`config.mk`:
```
export PLATFORM = sky130hd
export DESIGN_NAME = register_bit_access_types
export DESIGN_NICKNAME = d
export VERILOG_FILES = /design/src/regbits_pkg.sv /design/src/register_bit_access_types.sv
export SDC_FILE = /design/constraint.sdc
export NUM_CORES = 1
export LEC_CHECK = 0
export BUFFER_PORTS_ARGS = -buffer_cell sky130_fd_sc_hd__buf_2
export CAP_MARGIN = 15
export CORE_AREA = 2 2 51 53
export CTS_CLUSTER_DIAMETER = 150
export DETAILED_ROUTE_END_ITERATION = 8
export DIE_AREA = 0 0 53 55
export GPL_ROUTABILITY_DRIVEN = 0
export PLACE_DENSITY_LB_ADDON = 0.12
export SYNTH_ARGS = -nofsm -noshare
export SYNTH_HDL_FRONTEND = slang
export SYNTH_SLANG_ARGS = --single-unit
```
`constraint.sdc`:
```
create_clock -name clk_i -period 0.9 [get_ports clk_i]
set_clock_uncertainty 0.05 [all_clocks]
set_input_delay 0.225 -clock clk_i [delete_from_list [all_inputs] [get_ports clk_i]]
set_output_delay 0.225 -clock clk_i [all_outputs]
set_load 0.005 [all_outputs]
```
`src/regbits_pkg.sv`:
```
// Purpose: Shared constants and carriers for the register bit cell bank.
// Assumes: One register clock; software access arrives as strobes.
// Notes: Each cell kind occupies one bit position of a small bank.
//
// Functional notes
// - Read-only bit returns its value; software writes never change it.
// - Read-to-set bit becomes one whenever software reads it.
// - Write-only bit takes writes; its read data is not defined.
// - Write-one-to-set: a written one sets, a written zero does nothing.
// - Write-one-to-clear: a written one clears, a zero does nothing.
// - Write-anything-to-clear bit clears on any write, whatever the data.
// - Latch-low bit holds a low event until the register is read.
// - Latch-high bit holds a high event until the register is read.
// - Self-clearing bit drops to zero by itself; zero writes do nothing.
// - Sticky status stays high until read, then follows its condition.
// - Bits kept through soft reset hold their value during soft reset.
// - Reserved bits have no defined read value; software ignores them.
package regbits_pkg;

    localparam int unsigned BANK_W = 16;

    // ==========================================================
    // Bit positions within the bank
    localparam int unsigned B_RO   = 0;
    localparam int unsigned B_RS   = 1;
    localparam int unsigned B_WO   = 2;
    localparam int unsigned B_W1S  = 3;
    localparam int unsigned B_W1C  = 4;
    localparam int unsigned B_WC   = 5;
    localparam int unsigned B_LL   = 6;
    localparam int unsigned B_LH   = 7;
    localparam int unsigned B_SC   = 8;
    localparam int unsigned B_STK  = 9;
    localparam int unsigned B_KEEP = 10;
    localparam int unsigned B_RSV_LO = 11;
    localparam int unsigned B_RSV_HI = 15;

    // ==========================================================
    // Reset values
    localparam logic [BANK_W-1:0] RESET_VAL = 16'h0040;
    localparam logic [BANK_W-1:0] RSV_READ = 16'h0000;
    localparam logic [BANK_W-1:0] KEEP_MASK = 16'h0400;

    // ==========================================================
    // Carriers
    typedef struct packed {
        logic rd;
        logic wr;
        logic [BANK_W-1:0] wdata;
    } sw_access_t;

    typedef struct packed {
        logic ro_val;
        logic ll_cond;
        logic lh_cond;
        logic stk_cond;
        logic w1c_set;
        logic wc_set;
    } hw_events_t;

endpackage

```
`src/register_bit_access_types.sv`:
```
// Purpose: Bank of register bits, one per documented access attribute.
// Assumes: rd and wr are one-cycle strobes; read data is registered.
// Notes: Reserved bits read as zero; software must not rely on it.
`timescale 1ns/1ps
module register_bit_access_types (
    input wire logic clk_i,
    input wire logic sys_rst_i,
    input wire logic soft_rst_i,
    input wire regbits_pkg::sw_access_t sw_i,
    input wire regbits_pkg::hw_events_t hw_i,
    output logic [regbits_pkg::BANK_W-1:0] rdata_o,
    output logic [regbits_pkg::BANK_W-1:0] bits_o
);

    logic ro_q;
    logic rs_q;
    logic wo_q;
    logic w1s_q;
    logic w1c_q;
    logic wc_q;
    logic ll_q;
    logic lh_q;
    logic sc_q;
    logic stk_q;
    logic stk_d;
    logic stk_armed_q;
    logic stk_armed_d;
    logic keep_q;
    logic [regbits_pkg::BANK_W-1:0] bank;
    logic [regbits_pkg::BANK_W-1:0] rdata_d;
    logic rd;
    logic wr;
    logic [regbits_pkg::BANK_W-1:0] wd;

    assign rd = sw_i.rd;
    assign wr = sw_i.wr;
    assign wd = sw_i.wdata;

    // ==========================================================
    // Soft reset value of one cell: kept bits hold, others default
    function automatic logic soft_val(input int unsigned pos,
                                      input logic cur);
        logic keep;
        keep = regbits_pkg::KEEP_MASK[pos];
        return keep ? cur : regbits_pkg::RESET_VAL[pos];
    endfunction

    // ==========================================================
    // Read-only mirror; writes are not looked at
    always_ff @(posedge clk_i) begin
        if (sys_rst_i) begin
            ro_q <= regbits_pkg::RESET_VAL[regbits_pkg::B_RO];
        end else if (soft_rst_i) begin
            ro_q <= soft_val(regbits_pkg::B_RO, ro_q);
        end else begin
            ro_q <= hw_i.ro_val;
        end
    end

    // ==========================================================
    // Read-to-set
    always_ff @(posedge clk_i) begin
        if (sys_rst_i) begin
            rs_q <= regbits_pkg::RESET_VAL[regbits_pkg::B_RS];
        end else if (soft_rst_i) begin
            rs_q <= soft_val(regbits_pkg::B_RS, rs_q);
        end else if (rd) begin
            rs_q <= 1'b1;
        end
    end

    // ==========================================================
    // Write-only storage
    always_ff @(posedge clk_i) begin
        if (sys_rst_i) begin
            wo_q <= regbits_pkg::RESET_VAL[regbits_pkg::B_WO];
        end else if (soft_rst_i) begin
            wo_q <= soft_val(regbits_pkg::B_WO, wo_q);
        end else if (wr) begin
            wo_q <= wd[regbits_pkg::B_WO];
        end
    end

    // ==========================================================
    // Write-one-to-set
    always_ff @(posedge clk_i) begin
        if (sys_rst_i) begin
            w1s_q <= regbits_pkg::RESET_VAL[regbits_pkg::B_W1S];
        end else if (soft_rst_i) begin
            w1s_q <= soft_val(regbits_pkg::B_W1S, w1s_q);
        end else if (wr && wd[regbits_pkg::B_W1S]) begin
            w1s_q <= 1'b1;
        end
    end

    // ==========================================================
    // Write-one-to-clear; a hardware event in the same cycle wins
    always_ff @(posedge clk_i) begin
        if (sys_rst_i) begin
            w1c_q <= regbits_pkg::RESET_VAL[regbits_pkg::B_W1C];
        end else if (soft_rst_i) begin
            w1c_q <= soft_val(regbits_pkg::B_W1C, w1c_q);
        end else if (hw_i.w1c_set) begin
            w1c_q <= 1'b1;
        end else if (wr && wd[regbits_pkg::B_W1C]) begin
            w1c_q <= 1'b0;
        end
    end

    // ==========================================================
    // Write-anything-to-clear; a hardware event still wins
    always_ff @(posedge clk_i) begin
        if (sys_rst_i) begin
            wc_q <= regbits_pkg::RESET_VAL[regbits_pkg::B_WC];
        end else if (soft_rst_i) begin
            wc_q <= soft_val(regbits_pkg::B_WC, wc_q);
        end else if (hw_i.wc_set) begin
            wc_q <= 1'b1;
        end else if (wr) begin
            wc_q <= 1'b0;
        end
    end

    // ==========================================================
    // Latch low: read re-arms to one, a low condition still wins
    always_ff @(posedge clk_i) begin
        if (sys_rst_i) begin
            ll_q <= regbits_pkg::RESET_VAL[regbits_pkg::B_LL];
        end else if (soft_rst_i) begin
            ll_q <= soft_val(regbits_pkg::B_LL, ll_q);
        end else if (!hw_i.ll_cond) begin
            ll_q <= 1'b0;
        end else if (rd) begin
            ll_q <= 1'b1;
        end
    end

    // ==========================================================
    // Latch high: read clears, a high condition still wins
    always_ff @(posedge clk_i) begin
        if (sys_rst_i) begin
            lh_q <= regbits_pkg::RESET_VAL[regbits_pkg::B_LH];
        end else if (soft_rst_i) begin
            lh_q <= soft_val(regbits_pkg::B_LH, lh_q);
        end else if (hw_i.lh_cond) begin
            lh_q <= 1'b1;
        end else if (rd) begin
            lh_q <= 1'b0;
        end
    end

    // ==========================================================
    // Self-clearing: one-cycle pulse after a written one
    always_ff @(posedge clk_i) begin
        if (sys_rst_i) begin
            sc_q <= regbits_pkg::RESET_VAL[regbits_pkg::B_SC];
        end else if (soft_rst_i) begin
            sc_q <= soft_val(regbits_pkg::B_SC, sc_q);
        end else begin
            sc_q <= wr && wd[regbits_pkg::B_SC];
        end
    end

    // ==========================================================
    // Sticky status: held high until read; after a read it follows
    // the condition. The armed flag remembers that a read happened
    // after which the bit stays high, so a later drop is not missed.
    always_comb begin
        stk_d = hw_i.stk_cond | (stk_q & ~(rd | stk_armed_q));
        stk_armed_d = (rd | stk_armed_q) & stk_d;
    end

    always_ff @(posedge clk_i) begin
        if (sys_rst_i) begin
            stk_q <= regbits_pkg::RESET_VAL[regbits_pkg::B_STK];
        end else if (soft_rst_i) begin
            stk_q <= soft_val(regbits_pkg::B_STK, stk_q);
        end else begin
            stk_q <= stk_d;
        end
    end

    always_ff @(posedge clk_i) begin
        if (sys_rst_i) begin
            stk_armed_q <= 1'b0;
        end else if (soft_rst_i) begin
            stk_armed_q <= 1'b0;
        end else begin
            stk_armed_q <= stk_armed_d;
        end
    end

    // ==========================================================
    // Plain storage that survives soft reset
    always_ff @(posedge clk_i) begin
        if (sys_rst_i) begin
            keep_q <= regbits_pkg::RESET_VAL[regbits_pkg::B_KEEP];
        end else if (soft_rst_i) begin
            keep_q <= soft_val(regbits_pkg::B_KEEP, keep_q);
        end else if (wr) begin
            keep_q <= wd[regbits_pkg::B_KEEP];
        end
    end

    // ==========================================================
    // Bank view; reserved storage does not exist
    always_comb begin
        bank = '0;
        bank[regbits_pkg::B_RO] = ro_q;
        bank[regbits_pkg::B_RS] = rs_q;
        bank[regbits_pkg::B_WO] = wo_q;
        bank[regbits_pkg::B_W1S] = w1s_q;
        bank[regbits_pkg::B_W1C] = w1c_q;
        bank[regbits_pkg::B_WC] = wc_q;
        bank[regbits_pkg::B_LL] = ll_q;
        bank[regbits_pkg::B_LH] = lh_q;
        bank[regbits_pkg::B_SC] = sc_q;
        bank[regbits_pkg::B_STK] = stk_q;
        bank[regbits_pkg::B_KEEP] = keep_q;
        bank[regbits_pkg::B_RSV_HI:regbits_pkg::B_RSV_LO] =
            regbits_pkg::RSV_READ[regbits_pkg::B_RSV_HI:
                                  regbits_pkg::B_RSV_LO];
    end

    // ==========================================================
    // Read data: value before any read side effect
    always_comb begin
        rdata_d = bank;
        rdata_d[regbits_pkg::B_WO] = 1'b0;
        rdata_d[regbits_pkg::B_RSV_HI:regbits_pkg::B_RSV_LO] =
            regbits_pkg::RSV_READ[regbits_pkg::B_RSV_HI:
                                  regbits_pkg::B_RSV_LO];
    end

    always_ff @(posedge clk_i) begin
        if (sys_rst_i) begin
            rdata_o <= '0;
        end else if (rd) begin
            rdata_o <= rdata_d;
        end
    end

    assign bits_o = bank;

endmodule

```
After elaboration in Yosys (flattened, before gate mapping)
Index checks and enable logic that the tools add are counted.

storage, ports and cells
  bits in registers = 22
  input port bits = 27
  logic and storage cells = 36

operators by class
  eq/ne operators = 1
  mux-type cells = 8
  bitwise operators = 6
  reductions and logical operators = 8

operators with widths
  cell                number
  $mux 1              8
  $reduce_bool 2->1   3
  $logic_and 1x1->1   3
  $and 1x1->1         2
  $ne 2x2->1 const B  1
  $not 1->1           2
  $or 1x1->1          2
  $reduce_and 2->1    1
  $reduce_or 2->1     1

Longest topological paths before layout
  word-level depth = 5
  depth in mapped cells = 5

Worst setup path after synthesis
No wires, ideal clock.

  kind = input to register
  start point = input port sw_i[17] (netlist bit)
  end point = register rdata_o[10] (netlist bit)
  library setup time = 0.128 ns
  arrival = 0.704 ns
  data required time = 0.722 ns
  setup slack = 0.018 ns
  stages on the path = 4
  buffers on the path = 2
  cell sequence = buf_4 -> buf_6 -> mux2i_1 -> nor2_1

RTL lines
  item                  RTL line                          text
  from (decl)           register_bit_access_types.sv:9    input wire regbits_pkg::sw_access_t sw_i,
  to (signal assigned)  register_bit_access_types.sv:239  rdata_o <= rdata_d;
  to (decl)             register_bit_access_types.sv:11   output logic [regbits_pkg::BANK_W-1:0] rdata_o,

Worst setup path after layout
  start point = register w1s_q
  end point = output port bits_o[3] (netlist bit)

RTL lines
  item                    RTL line                         text
  from (decl)             register_bit_access_types.sv:18  logic w1s_q;
  from (signal assigned)  register_bit_access_types.sv:88  w1s_q <= regbits_pkg::RESET_VAL[regbits_pkg::B_W1S];
  from (signal assigned)  register_bit_access_types.sv:90  w1s_q <= soft_val(regbits_pkg::B_W1S, w1s_q);
  to (decl)               register_bit_access_types.sv:12  output logic [regbits_pkg::BANK_W-1:0] bits_o

No word-level cell between the ends.

==> metrics <==
vias per cell=4.16; final setup margin=-0.138 ns; worst path arrival time=0.76 ns; Root Buffer=clkbuf_4; worst r2r src=stk_q$_SDFF_PP0_; DRT Pass-1 Iters=1; die area=2920 um2; Yosys reg bits=22; Worst R2R Path Depth=3; FF/Latch Area=467 um2; CTS tree=done; fin cells=162; Synth Warn #=0; initial antenna violation count=0; core area=2360 um2; crit path launch type=register; drt total wl=1670 um; pwr/cell area=1540 nW/um2; share of cells above drive strength 1=0.553; die width=53 um; Port Buffers=36; placed cell count=151; grt ovf=0; DR WL/cell=10.3 um; io pins=59; WP data required=0.62 ns; clock sink count=22; Critical Path Sink=bits_o[3]; largest net degree at the start of global routing=13; # setup viols final=21; worst skew pair latency=0.30 ns; Hold Vio Cnt, Final=0; Netlist cell types=16; TritonCTS Buffers=3; leading area contributor after synthesis=dfxtp_1; area of the multi-input gates=313 um2; Post-Synthesis Cells=97; Critical Path Stages=1; Worst VDD drop=820 uV; most common cell after layout, fill and taps aside=buf_2; Crit. End Element=primary output; CP Launch Point=w1s_q$_SDFFE_PP0P_; crit path time final=1.04 ns; fillers=255; R2R setup slack=0.08 ns; CTS clk-pin slew, worst paths=0.13 ns; crit path max fanout=2; Syn Area/Cell=9.51 um2; clk buf depth=2; Hold Crit Class=input port to register; row cnt=18; Max stage delay on crit path=0.34 ns; CTS H-tree lvls=1; Top delay family on crit path=flip-flops; nets=160; Crit Path Class=register to primary output; Max-cap violations=0; Pleak=0.615 nW; Tot GR Track Use=0.124; final antenna-violating net count=0; Worst R2R End=stk_q$_SDFF_PP0_; most frequent cells in the layout=buf_2 (31), dfxtp_2 (21), nor2_1 (20); Final Cell Area=1170 um2; Die Ht=55 um; Seq/Total Area, Yosys=0.478; status=finished with violations; Post-CTS Hold Fix Bufs=0; Synth area leaders=dfxtp_1 (48%), buf_4 (19%), mux2i_1 (12%); vias=674; vias in the first global route=612; RSZ-0062 raised after global routing=yes; Initial Utilization=0.390; CP bufs+invs=1; 1st-iter DRT viols=0; Area Growth Syn to Fin=26.6%; Syn Std Cell Area=922 um2; Yosys top cell area share=0.478; Ant. Diodes=0; first-pass GRT wire length=2550 um; Max Slew Vio Count=0; # DRC=0; final worst path period share=1.15; post-DP HPWL=1190 um; failing checks=negative setup slack; Crit-path slowest cell=dfxtp_2; FMAX=0.964 GHz; crit path cell chain=buf_2; placed instance area=1020 um2
## timing repair
item / 4_1_cts / 5_1_grt
gates cloned: 0 / 0
resized for setup: 20 / 6
pin swaps: 0 / 0
setup buffers: 7 / 0
endpoints found under the setup margin: 21 / 21
## worst min-delay path, cell delays in order
cell and delay (ns):
buf_2 0.08, a21oi_1 0.03, nor2_1 0.07
## report_power, final
part / switching, mW / leakage (nW) / total [mW] / internal (mW)
clock network: 0.293 / 0.0210 / 0.539 / 0.247
registers: 0.0172 / 0.188 / 1.03 / 1.01
logic: 0.102 / 0.406 / 0.225 / 0.122
## kinds of logic after synthesis
kind of cell	share of synthesized area
buf+inv	0.224
simple gates	0.132
flops	0.478
mux	0.119
compound gates	0.0434
other cells	0.00407
## routing by layer
metal / GRT usage / wire (um) / part of all wire
met1: 0.146 / 694 / 0.42
met2: 0.217 / 835 / 0.50
met3: 0.0242 / 125 / 0.075
met4: 0.0641 / 9 / 0.0054
met5: 0 / 0 / 0
## sequential cells by signal (all words and copies together) (netlist names)
signal and flops:
wc_q 1, rdata_o 10, w1c_q 1, stk_q 1
stk_armed_q 1, lh_q 1, sc_q 1, w1s_q 1
keep_q 1, ll_q 1, ro_q 1, rs_q 1
wo_q 1
## cells in the mapped netlist
library cell  number
nand3b_1           1
nor3b_2            1
a21oi_1            6
buf_6              2
mux2i_1           11
buf_1              1
nor2_1            20
inv_1              2
nand2_1            2
conb_1             1
buf_4             23
and3_1             1
and2_1             1
or2_1              1
dfxtp_1           22
o21ai_0            2
## final cells by class
type | instances | area share
clock buffers | 4 | 0.0311
inverters | 2 | 0.00643
repair buffers | 47 | 0.263
multi-input cells | 57 | 0.268
well taps | 30 | 0.0322
flip-flops and latches | 22 | 0.400
## worst min path at each step
stage | from | to | slack, ns | depth (start not counted)
after global placement | hw_i[1] | w1c_q$_SDFFE_PP0P_ | 0.38 | 3
after detailed placement | hw_i[5] | ro_q$_SDFF_PP0_ | 0.39 | 2
after global routing | hw_i[5] | ro_q$_SDFF_PP0_ | 0.08 | 2
final | hw_i[1] | w1c_q$_SDFFE_PP0P_ | 0.07 | 3
after floorplan | sys_rst_i | keep_q$_SDFFE_PP0P_ | 0.24 | 1
after CTS | hw_i[5] | ro_q$_SDFF_PP0_ | 0.07 | 2
## per-stage QoR
stage	hold WS, ns	TNS [ns]	utilization	power [mW]	worst slack, ns
4_1_cts	0.0650	-2.93	0.480	1.80	-0.145
6_report	0.0711	-2.65	0.494	1.80	-0.138
2_1_floorplan	0.244	0	-	1.21	0.0182
5_1_grt	0.0821	-3.33	0.494	1.88	-0.165
3_5_place_dp	0.387	-0.583	0.432	1.24	-0.107
3_3_place_gp	0.380	-0.433	0.432	1.24	-0.0988
Power figures use the tool's default switching activity.
